[config.mk]
export PLATFORM = sky130hd
export DESIGN_NAME = bpf_pin_select
export DESIGN_NICKNAME = d
export VERILOG_FILES = /design/src/pkg/bpf_pkg.sv /design/src/design/bpf_fn_decode.sv /design/src/design/bpf_pin_select.sv
export SDC_FILE = /design/constraint.sdc
export NUM_CORES = 1
export LEC_CHECK = 0
export BUFFER_PORTS_ARGS = -buffer_cell sky130_fd_sc_hd__buf_2
export CAP_MARGIN = 20
export CORE_MARGIN = 4
export CORE_UTILIZATION = 35
export CTS_BUF_LIST = sky130_fd_sc_hd__clkbuf_16
export DETAILED_ROUTE_END_ITERATION = 10
export GPL_TIMING_DRIVEN = 0
export MAX_ROUTING_LAYER = met4
export SETUP_SLACK_MARGIN = 0.15
export SLEW_MARGIN = 0
export SYNTH_ARGS = -nofsm -noshare
export SYNTH_HDL_FRONTEND = slang
export SYNTH_HIERARCHICAL = 1
export SYNTH_SLANG_ARGS = --single-unit
[constraint.sdc]
create_clock -name i_clk -period 5.31 [get_ports i_clk]
set_clock_uncertainty 0.2 [all_clocks]
set_input_delay 0.531 -clock i_clk [delete_from_list [all_inputs] [get_ports i_clk]]
set_output_delay 0.531 -clock i_clk [all_outputs]
set_load 0.05 [all_outputs]
[src/pkg/bpf_pkg.sv]
// bpf_pkg: shared constants and types for the bus port pin function select
// assumes one 20 MHz clock domain and an 8-bit register port
package bpf_pkg;

   // register port widths
   localparam int ADDR_W = 10;
   localparam int DATA_W = 8;

   // register offsets
   localparam logic [9:0] PMC0_OFS = 10'h004;
   localparam logic [9:0] P1DIR_OFS = 10'h3E3;
   localparam logic [9:0] P2DIR_OFS = 10'h3E6;
   localparam logic [9:0] PUC_OFS = 10'h3FC;
   localparam logic [9:0] FNSTAT_OFS = 10'h3F0;

   // reset values: single-chip mode, all pins input, no pull-ups
   localparam logic [7:0] PMC0_RST = 8'h00;
   localparam logic [7:0] P1DIR_RST = 8'h00;
   localparam logic [7:0] P2DIR_RST = 8'h00;
   localparam logic [7:0] PUC_RST = 8'h00;

   // field positions
   localparam int PM_B0 = 0;
   localparam int PM_B1 = 1;
   localparam int MBS_B0 = 4;
   localparam int MBS_B1 = 5;
   localparam int DIR_LOW_ADDR = 0;
   localparam int DIR_P1_SIX = 6;
   localparam int DIR_P1_SEVEN = 7;
   localparam int PU_LOW_ADDR = 4;
   localparam int PU_UPPER = 3;
   localparam int FNSTAT_NARROW = 4;

   // pin lanes handled by this block
   localparam int LANE_LOW_ADDR = 0;
   localparam int LANE_P1_SIX = 1;
   localparam int LANE_P1_SEVEN = 2;
   localparam int NUM_LANES = 3;

   // function chosen for one pin, one-hot
   typedef enum logic [7:0] {
      FN_PORT_IN = 8'h01,
      FN_PORT_IN_PU = 8'h02,
      FN_PORT_OUT = 8'h04,
      FN_ADDR_OUT = 8'h08,
      FN_MUX_AD = 8'h10,
      FN_MUX_A_ONLY = 8'h20,
      FN_DATA_BUS = 8'h40,
      FN_RELEASED = 8'h80
   } bpf_fn_t;

   typedef bpf_fn_t [NUM_LANES-1:0] bpf_fn_vec_t;

   // drive of one pin: level, output enable, pull-up enable
   typedef struct packed {
      logic out;
      logic oe;
      logic pu;
   } bpf_pin_drv_t;

   // request from the external bus controller
   typedef struct packed {
      logic addr_phase;
      logic addr0;
      logic data_oe;
      logic data_line_zero;
      logic data_line_fourteen;
      logic data_line_fifteen;
   } bpf_bus_req_t;

endpackage : bpf_pkg

[src/design/bpf_fn_decode.sv]
// bpf_fn_decode: picks the function of each pin from the control registers
// assumes register values are stable flops of the top module
`timescale 1ns/1ps
module bpf_fn_decode (
   input wire logic [7:0] i_pmc0,
   input wire logic [7:0] i_p1dir,
   input wire logic [7:0] i_p2dir,
   input wire logic [7:0] i_puc,
   input wire logic i_narrow_bus_pin,
   output bpf_pkg::bpf_fn_vec_t o_fn
);
   import bpf_pkg::*;

   // port function from direction and pull-up bits
   function automatic bpf_fn_t port_fn(input logic dir, input logic pu);
      if (dir) begin
         return FN_PORT_OUT;
      end
      return pu ? FN_PORT_IN_PU : FN_PORT_IN;
   endfunction : port_fn

   // function of one pin from mode, bus select, width pin and port bits
   function automatic bpf_fn_t lane_fn(input logic is_low_addr,
         input logic pm0, input logic [1:0] mbs, input logic narrow,
         input logic dir, input logic pu);
      if (!pm0) begin
         return port_fn(dir, pu);
      end
      if (is_low_addr) begin
         if (mbs == 2'b00) begin
            return FN_ADDR_OUT;
         end
         return narrow ? FN_MUX_AD : FN_MUX_A_ONLY;
      end
      if (narrow) begin
         return port_fn(dir, pu);
      end
      return (mbs != 2'b11) ? FN_DATA_BUS : FN_RELEASED;
   endfunction : lane_fn

   logic pm0;
   logic [1:0] mbs;

   // one decode per lane
   assign pm0 = i_pmc0[PM_B0];
   assign mbs = {i_pmc0[MBS_B1], i_pmc0[MBS_B0]};
   assign o_fn[LANE_LOW_ADDR] = lane_fn(1'b1, pm0, mbs, i_narrow_bus_pin,
      i_p2dir[DIR_LOW_ADDR], i_puc[PU_LOW_ADDR]);
   assign o_fn[LANE_P1_SIX] = lane_fn(1'b0, pm0, mbs, i_narrow_bus_pin,
      i_p1dir[DIR_P1_SIX], i_puc[PU_UPPER]);
   assign o_fn[LANE_P1_SEVEN] = lane_fn(1'b0, pm0, mbs, i_narrow_bus_pin,
      i_p1dir[DIR_P1_SEVEN], i_puc[PU_UPPER]);

endmodule : bpf_fn_decode

[src/design/bpf_pin_select.sv]
// bpf_pin_select: function select for the lowest address pin and two
// upper data pins, with its control registers on a plain register port
// assumes synchronous pin inputs and a bus controller giving bus drive
// Functional notes
// single-chip, direction 0: input, unpulled if pull-up bit 0; 1: output
// input port pin with pull-up bit 1 gets internal pull-up
// bus mode: select 00 gives address out, else multiplexed address/data; with width pin low the pin carries the address only
// upper pins keep port and interrupt use in bus mode if width pin high
// bus mode, width pin low, select not 11: upper pins are data lines
//
// Strobed register access was decided locally.
`timescale 1ns/1ps
module bpf_pin_select (
   input wire logic i_clk,
   input wire logic i_rst_n,
   input wire logic [9:0] i_addr,
   input wire logic [7:0] i_wdata,
   input wire logic i_wr,
   input wire logic i_rd,
   output logic [7:0] o_rdata,
   input wire logic i_narrow_bus_pin,
   input wire bpf_pkg::bpf_bus_req_t i_bus,
   input wire logic [2:0] i_port_latch,
   input wire logic [2:0] i_pin,
   output bpf_pkg::bpf_pin_drv_t [2:0] o_pin_drv,
   output logic [2:0] o_port_in,
   output logic [2:0] o_bus_din,
   output logic [1:0] o_irq_n
);
   import bpf_pkg::*;

   logic [7:0] pmc0_r, pmc0_nxt;
   logic [7:0] p1dir_r, p1dir_nxt;
   logic [7:0] p2dir_r, p2dir_nxt;
   logic [7:0] puc_r, puc_nxt;
   logic [7:0] rdata_r, rdata_nxt;
   bpf_pin_drv_t [2:0] drv_r, drv_nxt;
   logic [2:0] port_in_r, port_in_nxt;
   logic [2:0] bus_din_r, bus_din_nxt;
   logic [1:0] irq_n_r, irq_n_nxt;
   bpf_fn_vec_t fn;
   logic [2:0] bus_act;
   logic [2:0] dbit;

   // pin function decode from the control registers
   bpf_fn_decode u_decode (
      .i_pmc0(pmc0_r),
      .i_p1dir(p1dir_r),
      .i_p2dir(p2dir_r),
      .i_puc(puc_r),
      .i_narrow_bus_pin(i_narrow_bus_pin),
      .o_fn(fn)
   );

   // lanes currently owned by the external bus
   always_comb begin
      for (int k = 0; k < NUM_LANES; k++) begin
         bus_act[k] = !(fn[k] inside {FN_PORT_IN, FN_PORT_IN_PU, FN_PORT_OUT});
      end
   end

   // data bit carried by each lane in the data phase
   assign dbit = {i_bus.data_line_fifteen, i_bus.data_line_fourteen,
      i_bus.data_line_zero};

   // register writes and read data
   always_comb begin
      pmc0_nxt = pmc0_r;
      p1dir_nxt = p1dir_r;
      p2dir_nxt = p2dir_r;
      puc_nxt = puc_r;
      rdata_nxt = 8'h00;
      if (i_wr) begin
         unique case (i_addr)
            PMC0_OFS: pmc0_nxt = i_wdata;
            P1DIR_OFS: p1dir_nxt = i_wdata;
            P2DIR_OFS: p2dir_nxt = i_wdata;
            PUC_OFS: puc_nxt = i_wdata;
            default: ; // unmapped write ignored
         endcase
      end
      if (i_rd) begin
         unique case (i_addr)
            PMC0_OFS: rdata_nxt = pmc0_r;
            P1DIR_OFS: rdata_nxt = p1dir_r;
            P2DIR_OFS: rdata_nxt = p2dir_r;
            PUC_OFS: rdata_nxt = puc_r;
            FNSTAT_OFS: rdata_nxt = {3'b000, i_narrow_bus_pin, 1'b0, bus_act};
            default: rdata_nxt = 8'h00; // unmapped read gives zero
         endcase
      end
   end

   // register file flops
   always_ff @(posedge i_clk or negedge i_rst_n) begin
      if (!i_rst_n) begin
         pmc0_r <= PMC0_RST;
         p1dir_r <= P1DIR_RST;
         p2dir_r <= P2DIR_RST;
         puc_r <= PUC_RST;
         rdata_r <= 8'h00;
      end else begin
         pmc0_r <= pmc0_nxt;
         p1dir_r <= p1dir_nxt;
         p2dir_r <= p2dir_nxt;
         puc_r <= puc_nxt;
         rdata_r <= rdata_nxt;
      end
   end

   // pin drive per lane from its function
   always_comb begin
      drv_nxt = '0;
      for (int k = 0; k < NUM_LANES; k++) begin
         unique case (fn[k])
            FN_PORT_IN: drv_nxt[k] = '0;
            FN_PORT_IN_PU: drv_nxt[k].pu = 1'b1;
            FN_PORT_OUT: begin
               drv_nxt[k].out = i_port_latch[k];
               drv_nxt[k].oe = 1'b1;
            end
            FN_ADDR_OUT: begin
               drv_nxt[k].out = i_bus.addr0;
               drv_nxt[k].oe = 1'b1;
            end
            FN_MUX_AD: begin
               // address phase drives the address, data phase the data
               drv_nxt[k].out = i_bus.addr_phase ? i_bus.addr0 :
                  dbit[k];
               drv_nxt[k].oe = i_bus.addr_phase | i_bus.data_oe;
            end
            FN_MUX_A_ONLY: begin
               // 16-bit bus: no data bit on this pin
               drv_nxt[k].out = i_bus.addr0;
               drv_nxt[k].oe = i_bus.addr_phase;
            end
            FN_DATA_BUS: begin
               drv_nxt[k].out = dbit[k];
               drv_nxt[k].oe = i_bus.data_oe & !i_bus.addr_phase;
            end
            FN_RELEASED: drv_nxt[k] = '0;
         endcase
      end
   end

   // pin levels to port, bus and interrupt inputs
   always_comb begin
      port_in_nxt = i_pin;
      bus_din_nxt = i_pin;
      for (int j = 0; j < 2; j++) begin
         // interrupt input only while the pin is a port input
         irq_n_nxt[j] = (fn[j+1] inside {FN_PORT_IN, FN_PORT_IN_PU}) ?
            i_pin[j+1] : 1'b1;
      end
   end

   // output flops
   always_ff @(posedge i_clk or negedge i_rst_n) begin
      if (!i_rst_n) begin
         drv_r <= '0;
         port_in_r <= 3'h0;
         bus_din_r <= 3'h0;
         irq_n_r <= 2'h3;
      end else begin
         drv_r <= drv_nxt;
         port_in_r <= port_in_nxt;
         bus_din_r <= bus_din_nxt;
         irq_n_r <= irq_n_nxt;
      end
   end

   assign o_rdata = rdata_r;
   assign o_pin_drv = drv_r;
   assign o_port_in = port_in_r;
   assign o_bus_din = bus_din_r;
   assign o_irq_n = irq_n_r;

   // checks on the selected pin functions
   logic single_chip;
   logic bus_mode;
   assign single_chip = pmc0_r[PM_B0] == 1'b0 && pmc0_r[PM_B1] == 1'b0;
   assign bus_mode = pmc0_r[PM_B0];
endmodule : bpf_pin_select

==> results of run 1 <==
flip-flops by register name, summed over array words and instances (netlist names):
signal     cells
puc_r          8
o_rdata        8
p2dir_r        8
pmc0_r         8
o_bus_din      3
o_irq_n        2
o_pin_drv      9
p1dir_r        8
worst max-delay path by stage:
| stage | slack [ps] | depth (start not counted) | from | to |
|---|---|---|---|---|
| 6_report | 2880 | 5 | pmc0_r[0] | o_rdata[2] |
| 5_1_grt | 2680 | 5 | pmc0_r[0] | o_rdata[2] |
| 4_1_cts | 2850 | 5 | pmc0_r[0] | o_rdata[2] |
| 3_5_place_dp | 2690 | 6 | i_narrow_bus_pin | o_rdata[2] |
| 3_3_place_gp | 2720 | 6 | i_narrow_bus_pin | o_rdata[2] |
| 2_1_floorplan | 3210 | 6 | i_narrow_bus_pin | o_pin_drv[8] |
report_power, final:
part           internal [µW]  switching (µW)  total (µW)
logic                   35.5            58.7        94.2
clock network            219             139         358
registers                417            3.33         420
total                    672             201         873
cell families (layout without fill, tap and decap cells):
logic type / Yosys count / count (layout) / synth area share, %
flip-flops: 54 / 54 / 44.8
other: 1 / 8 / 0.124
XOR/XNOR: 9 / 9 / 2.61
AO/OA/AOI/OAI: 53 / 53 / 12.2
buffers and inverters: 28 / 95 / 5.88
AND/OR/NAND/NOR: 104 / 104 / 21.4
multiplexers: 32 / 32 / 12.9
synthesized netlist by cell type (2+ instances only):
cell type,instances,share of area [%]
nand2_1,9,1.1
dfstp_2,2,1.7
nand3b_1,2,0.50
nand2b_1,4,0.83
nor4b_1,2,0.58
a222oi_1,3,0.99
buf_6,2,0.75
clkbuf_1,4,0.50
or3_1,2,0.41
buf_4,15,3.7
o32ai_1,2,0.58
nand4_1,6,1.2
inv_1,6,0.75
o22ai_1,4,0.83
o21ai_0,7,1.2
xor2_1,6,1.7
mux2_1,2,0.75
o2111ai_1,3,0.87
nor3_1,9,1.5
nand3_1,9,1.5
dfrtp_1,52,43
a21oi_1,13,2.2
nor4_1,3,0.62
a211o_1,3,0.87
a22oi_1,6,1.5
and3_1,7,1.5
a21o_1,4,0.99
nor2_1,17,2.1
mux2_2,22,8.2
nor3b_1,7,1.7
xnor2_1,3,0.87
mux2_4,8,4.0
nor3b_4,2,1.2
nor2b_1,7,1.5
and2_1,4,0.83
or4_1,3,0.75
cell usage in the layout (no fill, tap or decap), types with 4 or more instances in the layout:
| cell | count |
|---|---|
| buf_2 | 59 |
| dfrtp_1 | 52 |
| mux2_2 | 22 |
| nor2_1 | 17 |
| buf_4 | 15 |
| a21oi_1 | 13 |
| nor3_1 | 9 |
| nand2_1 | 9 |
| nand3_1 | 9 |
| inv_1 | 8 |
| mux2_4 | 8 |
| conb_1 | 8 |
| and3_1 | 7 |
| nor2b_1 | 7 |
| nor3b_1 | 7 |
| o21ai_0 | 7 |
| xor2_1 | 6 |
| nand4_1 | 6 |
| a22oi_1 | 6 |
| clkbuf_16 | 5 |
| clkbuf_1 | 4 |
| nand2b_1 | 4 |
| o22ai_1 | 4 |
| a21o_1 | 4 |
| and2_1 | 4 |
worst max-delay path, delay by kind of cell (launching register included):
family,cells,cell delay (ps)
AOI/OAI and AO/OA,3,790
and+or+nand+nor,2,840
DFF,1,480
per-layer routing:
layer	GRT usage, %	vias up	part of all wire (%)	routed length [µm]
met1	19.0	1197	46	3210
met3	2.84	4	4.6	321
met2	23.0	48	49	3470
met4	4.77	0	0.64	45
li1	-	1168	-	-
met5	-	-	0	0
cell type report:
class,count,area [µm²]
fill,801,4650
multi-input combinational,206,1510
sequential,54,1350
timing repair buffer,59,310
buffer,22,155
tap,105,131
clock buffer,5,125
clock inverter,3,37.5
inverter,6,22.5
stage by stage:
step | total power (µW) | area, µm² | hold WS [ps] | util [%]
final | 873 | 3650 | -4.66 | 44.0
after global placement | 519 | 3470 | 271 | 41.8
after detailed placement | 522 | 3490 | 280 | 42.0
after floorplan | 480 | 3050 | 35.4 | -
after global routing | 913 | 3650 | 22.6 | 44.0
after CTS | 886 | 3650 | 8.63 | 44.0
==> qor.yml, run 1 <==
clock_tree:
  clock-sinks: 54
  tritoncts: "done"
  clk_latency_ps: 280
  ctsRootBufferMaster: "clkbuf_16"
  cts_setup_buffers: 0
  clkTransAtPathRegs_ps: 70
  cts_hold_buf: 0
  cts_resized: 0
  clock_path_buffers: 2
  htreeDepth: 2
  cts_buffers: 5
place:
  hpwlAfterDp_um: 5380
  placedCellCount: 452
  dpl_worst_slack_ps: 2690
  place_congestion: 0.824
  portBuffers: 58
die:
  coreArea_mm2: 0.00830
  ioPinCount: 60
  initial_utilization_pct: 36.4
  rows: 33
  fp.dieH_um: 101
  dieArea_mm2: 0.0102
  die_w_um: 101
detailed_routing:
  wl_um: 7040
  via_per_inst: 5.25
  drt-wirelength-per-cell_um: 15.3
  drc: 0
  final_antenna_net_count: 0
  via_count: 2417
  first_pass_iters: 4
  drt_iter0_drc: 103
setup_path:
  crit_slowest_cell: "nor3b_1"
  rrSetupSlack_ps: 2880
  startpoint_type: "register"
  r2r_cells: 5
  endpoint_kind: "register"
  cp_max_fo: 9
  crit_chain: "and2b_4, nor3b_1, o2111ai_1, a222oi_1, o22ai_1"
  r2r_end: "o_rdata[2]"
  slowest_delay_ps: 610
  path_class: "register to register"
  crit_arrival_ps: 2390
  crit_required_ps: 5270
  worstReg2RegStart: "pmc0_r[0]"
timing:
  rsz0062_at_grt: "false"
  worst_slew_pin_slew_ps: 744
  period_minus_slack_ps: 2430
  setup_ws_ps: 2880
  finalCritPeriodShare_pct: 45.8
  slew_violations: 0
  setup_viol: 0
  tns_ps: 0
  maxSlewHeadroom_pct: 50.3
  finalHoldViolCount: 8
  hold_slack_ps: -4.66
  fmax_ghz: 0.411
global_routing:
  grt_pass1_wl_um: 11600
  grt-ovfl-total: 0
  grt_pass1_vias: 2383
  grt_max_degree: 36
  track_usage_pct: 14.7
  antenna_found_initial: 0
yosys:
  ys_types: 57
  synth-seq-area-share_pct: 44.8
  async_flop_share_pct: 100
  netlist_area_mm2: 0.00302
  synth_flop_cell: "dfrtp_1"
  synth_edf_count: 0
  ys_ff_latch: 54
  avgSynthCellArea_um2: 10.7
  syn_inst: 281
  ys.warnings.count: 6
flow_run:
  drv_cap: 0
layout:
  fin_cells: 460
  num_antenna_cells: 0
  area_delta_synth_final_pct: 20.9
  nets: 389
  drive_above_1_share_pct: 34.6
power_and_ir_drop:
  peakVddDrop_v: 0.000157
  powerDensity_mw_per_mm2: 239
  power.leakage_uw: 0.00177
outcome:
  status: "finished, violations left"
  violations: "hold timing"
worst_hold_path:
  holdCritPathClass: "input port to asynchronous set/reset pin"
(Power assumes the default switching activity.)
==> inputs of run 2 (changes only) <==
ABC_AREA = 1   (was unset)
clock period = 1.96 ns   (was 5.31 ns; I/O delays follow)
==> run 2 against run 1 <==
  * The flow now finishes without violations
  * Fmax is 34% higher
  * Worst setup slack worse by 2700 ps
  * Final area is 17% higher
  * Combinational power grew to 3.2 times the previous value
  * Core utilization is 3.9 points higher
  * Power grew to 2.7 times the previous value
  * Sequential cell count stayed put
  * Sequential share of layout area is 5.2 points lower
  * Register-to-register slack worse by 2700 ps
  * Largest power group unchanged
  * Highest routed layer unchanged
==> qor.yml, run 2 <==
clock_tree:
  clock_path_buffers: 2  # unchanged
  htreeDepth: 2  # unchanged
  clock-sinks: 54  # unchanged
  cts_buffers: 5  # unchanged
  clk_latency_ps: 300  # +20 ps
  tritoncts: "done"
  clkTransAtPathRegs_ps: 80  # about the same
  ctsRootBufferMaster: "clkbuf_16"
yosys:
  yosys.area_share.adder_pct: 0  # unchanged
  ys_types: 31  # -46%
  async_flop_share_pct: 100  # unchanged
  post-synth-top-area-cell: "dfrtp_1"
  syn_inst: 421  # +50%
  avgSynthCellArea_um2: 7.73  # -28%
  netlist_area_mm2: 0.00325  # +7.7%
  yosysMostFrequentCell: "nand2_1"
  synth_top_family_by_area: "simple AND/OR/NAND/NOR gates"
  synth_commonest_cells: "nand2_1 (101), dfrtp_1 (52), nor2_1 (50)"
  synth-seq-area-share_pct: 41.6  # -3.2 points
  synth-xor-area-share_pct: 0  # -2.6 points
  yosys.area_share.simple_pct: 36.9  # +15 points
  synthMuxAreaShare_pct: 0.308  # -13 points
  ys_top_cells_by_area: "dfrtp_1 (40%), nand2_1 (12%), o21ai_2 (6.5%), nor2_1 (5.8%), inv_1 (5.7%)"
  synth_compound_area_share_pct: 9.77  # -2.4 points
  synth_edf_count: 0  # unchanged
  ys.warnings.count: 6  # unchanged
  synth_top_area_share_pct: 40.0  # -3.1 points
  ys_ff_latch: 54  # unchanged
  synth_flop_cell: "dfrtp_1"
flow_run:
  drv_cap: 0  # unchanged
layout:
  num_antenna_cells: 0  # unchanged
  nets: 549  # +41%
  largest_reg_flops: 9  # unchanged
  final_common_cell: "nand2_1"
  drive_above_1_share_pct: 39.4  # +4.8 points
  final_util_pct: 47.9  # +3.9 points
  area_delta_synth_final_pct: 30.9
  n_fill_cell: 868  # +8.4%
  mostFrequentLayoutCells: "nand2_1 (92), buf_2 (59), dfrtp_1 (48), inv_1 (46)"
die:
  ioPinCount: 60  # unchanged
  coreArea_mm2: 0.00889  # +7.1%
  rows: 34  # +3.0%
  die_w_um: 104  # +3.5%
  dieArea_mm2: 0.0109  # +7.1%
  initial_utilization_pct: 36.6  # +0.21 points
  fp.dieH_um: 104  # +3.5%
setup_path:
  endpoint_kind: "register"
  slowest_delay_ps: 460  # -150 ps
  cp_max_fo: 6  # -3
  cp-endpoint: "o_irq_n[0]"
  crit_chain: "inv_2, nor2_4, buf_12, nor2_4, inv_2, or2_4, nand2_2, nand3_2, or2_4"
  r2r_cells: 9  # +4
  startpoint_type: "register"
  crit_arrival_ps: 1850  # -540 ps
  r2r_end: "o_irq_n[0]"
  path_class: "register to register"
  crit_required_ps: 1990  # -3280 ps
  startpoint: "pmc0_r[0]"
  rrSetupSlack_ps: 140  # -2740 ps
  worstReg2RegStart: "pmc0_r[0]"
  crit_slowest_cell: "dfrtp_2"
detailed_routing:
  via_count: 3019  # +25%
  final_antenna_net_count: 0  # unchanged
  drt-wirelength-per-cell_um: 13.5  # -12%
  drt_iter0_drc: 116  # +13%
  drc: 0  # unchanged
  via_per_inst: 4.85  # -7.8%
  wl_um: 8420  # +19%
  first_pass_iters: 5  # +1
place:
  portBuffers: 59  # +1.7%
  dpl_worst_slack_ps: -32.8  # -2730 ps
  place_congestion: 0.888  # +7.7%
  hpwlAfterDp_um: 6230  # +16%
power_and_ir_drop:
  powerDensity_mw_per_mm2: 557  # +130%
  peakVddDrop_v: 0.000330  # +110%
  power.leakage_uw: 0.00221  # +24%
global_routing:
  grt-ovfl-total: 0  # unchanged
  antenna_found_initial: 0  # unchanged
  track_usage_pct: 15.7  # +1.1 points
  grt_pass1_vias: 2825  # +19%
  grt_max_degree: 37  # +2.8%
  grt_pass1_wl_um: 13500  # +16%
timing:
  finalHoldViolCount: 0  # -8
  slew_violations: 0  # unchanged
  rsz0062_at_grt: "true"
  setup_viol: 0  # unchanged
  fmax_ghz: 0.550  # +34%
  period_minus_slack_ps: 1820  # -614 ps
  setup_ws_ps: 141  # -2740 ps
  finalCritPeriodShare_pct: 92.8  # +47 points
worst_hold_path:
  holdCritPathClass: "input port to register"
outcome:
  status: "completed"
-- run 2: cell types whose count changed after synthesis, moves of 9 or more --
| cell | before | now |
|---|---|---|
| nand3_1 | 9 | 34 |
| nand2_1 | 9 | 101 |
| o21ai_1 | 0 | 9 |
| mux2_2 | 22 | 0 |
| nand4_1 | 6 | 17 |
| nor2_1 | 17 | 50 |
| nand2_2 | 1 | 10 |
| o21ai_2 | 0 | 24 |
| inv_1 | 6 | 49 |
-- run 2: final cells by class --
class | count | area (µm²) | share of cell area (%)
Multi-Input combinational cell | 300 | 1760 | 41.2
Sequential cell | 54 | 1360 | 31.9
Timing Repair Buffer | 79 | 490 | 11.5
Inverter | 56 | 214 | 5.02
Buffer | 18 | 154 | 3.61
Tap cell | 108 | 135 | 3.17
Clock buffer | 5 | 125 | 2.94
Clock inverter | 3 | 26.3 | 0.617
-- run 2: where the power goes --
group	leakage, µW	internal [µW]	switching [µW]
Sequential	0.000733	1130	10.1
Clock	0.0000752	489	441
Combinational	0.00140	107	198
Total	0.00221	1730	649
-- run 2: cell families after synthesis --
| family | Yosys count |
|---|---|
| and+or+nand+nor | 246 |
| buffers and inverters | 74 |
| DFF | 54 |
| AOI/OAI and AO/OA | 45 |
| muxes | 1 |
| other | 1 |
-- run 2: metrics by stage --
| step | power, µW | setup TNS, ps | hold WS, ps | area, µm² | std cells |
|---|---|---|---|---|---|
| 2_1_floorplan | 1320 | 0 | -300 | 3280 | 428 |
| 3_3_place_gp | 1420 | -9.25 | 108 | 3710 | 595 |
| 3_5_place_dp | 1430 | -32.8 | -25.0 | 3730 | 596 |
| 4_1_cts | 2380 | 0 | 17.5 | 4000 | 616 |
| 5_1_grt | 2480 | 0 | 34.1 | 4260 | 623 |
| 6_report | 2370 | 0 | 15.4 | 4260 | 623 |
-- run 2: worst min-delay path by stage --
| stage | startpoint | endpoint | slack [ps] | cells past startpoint |
|---|---|---|---|---|
| after global routing | i_wdata[2] | p1dir_r[2] | 30 | 3 |
| after CTS | i_wdata[2] | p1dir_r[2] | 20 | 3 |
| after global placement | i_pin[0] | o_bus_din[0] | 110 | 1 |
| after floorplan | i_rst_n | o_bus_din[0] | -300 | 0 |
| final | i_wdata[2] | p1dir_r[2] | 20 | 3 |
| after detailed placement | i_rst_n | o_bus_din[0] | -20 | 1 |
-- run 2: timing repair --
action,CTS,global route
hold endpoints to repair,27,0
hold buffers,8,0
gates resized for setup,4,60
setup buffers,4,7
pin swaps,1,8
gates cloned,0,0
endpoints found under the setup margin,8,11
-- run 2: critical path, delay by kind of cell, from the launching register on --
family,cells,cell delay (ps)
DFF,1,460
buffers and inverters,3,290
and+or+nand+nor,6,790
-- run 2: routing by layer --
metal	GRT usage, %	share of wire, %	up-vias	wire, µm
met5	-	0	-	0
li1	-	-	1524	-
met4	4.56	1.7	0	142
met1	20.8	45	1396	3790
met2	24.4	48	88	4040
met3	3.17	5.3	11	447
==> inputs of run 3 (changes only) <==
CTS_CLUSTER_DIAMETER = 40   (was unset)
PLACE_DENSITY_LB_ADDON = 0.05   (was unset)
==> run 3 against run 2 <==
  * Sequential share of layout area hardly changed
  * Critical path depth stayed put
  * Critical endpoint unchanged
  * Sequential cell count unchanged
  * Largest cell class unchanged
  * Final cell count is 0.16% lower
  * Sequential power about the same
  * Die area unchanged
  * Final area up 0.15%
  * Fmax grew 1.3%
  * Worst hold slack better by 12 ps
  * Count of clock-buffer cells in the layout did not move
  * Highest routed layer unchanged
  * Power fell by 1.6%
  * First-iteration DRC count rose by 48%
==> qor.yml, run 3 (synthesized netlist as in run 2, its figures left out) <==
layout:
  num_antenna_cells: 0  # unchanged
  largest_reg_flops: 9  # unchanged
  final_util_pct: 48.0  # +0.070 points
  mostFrequentLayoutCells: "nand2_1 (93), buf_2 (59), dfrtp_1 (48), inv_1 (41), nor2_1 (32)"
  area_delta_synth_final_pct: 31.1
  drive_above_1_share_pct: 40.1  # +0.66 points
  final_common_cell: "nand2_1"
  nets: 548  # -0.18%
power_and_ir_drop:
  p_comb_share_pct: 13.3  # +0.5 points
  powerDensity_mw_per_mm2: 548  # -1.7%
  power.total_uw: 2340  # -1.6%
  switchingPower_uw: 631  # -2.7%
  seqPwrFrac_pct: 48.8  # +0.8 points
  p_int_uw: 1710  # -1.2%
  peakVddDrop_v: 0.000360  # +9.3%
  power.leakage_uw: 0.00220  # -0.35%
  switching_share_pct: 27.0  # -0.32 points
  clkPwrFrac_pct: 38.0  # -1.2 points
detailed_routing:
  wl_um: 8950  # +6.3%
  drc: 0  # unchanged
  drt-wirelength-per-cell_um: 14.4  # +6.5%
  via_count: 2970  # -1.6%
  drt_iter0_drc: 172  # +48%
  via_per_inst: 4.77  # -1.5%
  final_antenna_net_count: 0  # unchanged
  first_pass_iters: 4  # -1
die:
  coreArea_mm2: 0.00889  # unchanged
  dieArea_mm2: 0.0109  # unchanged
  rows: 34  # unchanged
  fp.dieH_um: 104  # unchanged
  initial_utilization_pct: 36.6  # unchanged
  die_w_um: 104  # unchanged
  ioPinCount: 60  # unchanged
clock_tree:
  clock_path_buffers: 2  # unchanged
  cts_buffers: 5  # unchanged
  clock-sinks: 54  # unchanged
  ctsRootBufferMaster: "clkbuf_16"
  clk_latency_ps: 290  # about the same
  clkTransAtPathRegs_ps: 70  # about the same
  tritoncts: "done"
  htreeDepth: 2  # unchanged
global_routing:
  grt_max_degree: 32  # -14%
  grt_pass1_wl_um: 14900  # +10%
  grt-ovfl-total: 0  # unchanged
  antenna_found_initial: 0  # unchanged
  grt_pass1_vias: 2941  # +4.1%
  track_usage_pct: 17.2  # +1.5 points
place:
  place_congestion: 0.858  # -3.4%
  dpl_worst_slack_ps: -38.0  # -5.14 ps
  hpwlAfterDp_um: 6590  # +5.9%
  portBuffers: 59  # unchanged
timing:
  hold_slack_ps: 27.5  # +12.1 ps
  setup_viol: 0  # unchanged
  rsz0062_at_grt: "true"
  finalHoldViolCount: 0  # unchanged
  maxSlewHeadroom_pct: 61.0
  worst_slew_pin_slew_ps: 585
  setup_ws_ps: 164  # +22.6 ps
  period_minus_slack_ps: 1800  # -22.6 ps
  slew_violations: 0  # unchanged
  finalCritPeriodShare_pct: 91.7  # -1.2 points
  fmax_ghz: 0.557  # +1.3%
setup_path:
  path_class: "register to register"
  endpoint_kind: "register"
  cp_max_fo: 5  # -1
  crit_arrival_ps: 1810  # -40 ps
  startpoint_type: "register"
  crit_required_ps: 1980  # about the same
worst_hold_path:
  holdCritPathClass: "input port to register"
outcome:
  status: "completed"
flow_run:
  drv_cap: 0  # unchanged
-- run 3: changes by cell type in the layout (fill, tap and decap cells not counted), moves of 2 or more --
cell	delta
inv_1	-5
inv_2	+5
inv_6	-3
nor2_2	-3
buf_4	-2
buf_6	+2
clkinv_1	+2
nand2_2	-2
nand3_1	-2
nor2_1	+2
-- run 3: final cells by class --
type / count / area (µm²)
Clock buffer: 5 / 125
Tap cell: 108 / 135
Buffer: 18 / 154
Clock inverter: 3 / 16.3
Multi-Input combinational cell: 300 / 1780
Sequential cell: 54 / 1360
Timing Repair Buffer: 78 / 478
Inverter: 56 / 214
Fill cell: 915 / 4630
-- run 3: path summary, 6_finish.rpt --
kind | start | to | slack, ps | depth (start not counted)
min in group asynchronous | i_rst_n | o_bus_din[0] | 230 | 2
max reg2reg | pmc0_r[0] | o_irq_n[0] | 160 | 9
min reg2reg | puc_r[5] | puc_r[5] | 280 | 2
max in group asynchronous | i_rst_n | pmc0_r[4] | 730 | 3
max | pmc0_r[0] | o_irq_n[0] | 160 | 9
min | i_wdata[5] | p1dir_r[5] | 30 | 3
-- run 3: per-layer routing --
layer  up-vias  part of all wire [%]  track usage, %
met5         -                     0               -
met4         0                  0.91            3.32
met3         6                   3.8            3.35
met2        51                    44            25.5
met1      1390                    51            24.7
li1       1523                     -               -
-- run 3: timing repair --
item,CTS,global route
setup endpoints to repair,10,12
resized for setup,9,65
pin swaps,0,12
buffers inserted,4,6
hold buffers,8,0
endpoints found under the hold margin,30,0
-- run 3: power by group through the flow --
stage / clock network [µW] / registers, µW / logic [µW]
after floorplan: 0 / 1180 / 139
after global routing: 952 / 1140 / 344
final: 887 / 1140 / 310
after global placement: 0 / 1160 / 261
after detailed placement: 0 / 1160 / 268
after CTS: 911 / 1140 / 285
-- run 3: critical path, stage by stage, from the launching register on --
cell and delay [ps]:
dfrtp_2 460, inv_2 90, nor2_4 50, buf_6 120
nor2_4 110, inv_2 40, or2_4 240, nand2_4 70
nand3_4 80, or2_4 250
-- run 3: metrics by stage --
step	TNS [ps]	cell area (µm²)	std cells
after floorplan	0	3280	428
after global placement	-36.8	3710	595
after detailed placement	-38.0	3730	596
after CTS	0	4000	616
after global routing	0	4270	622
final	0	4270	622
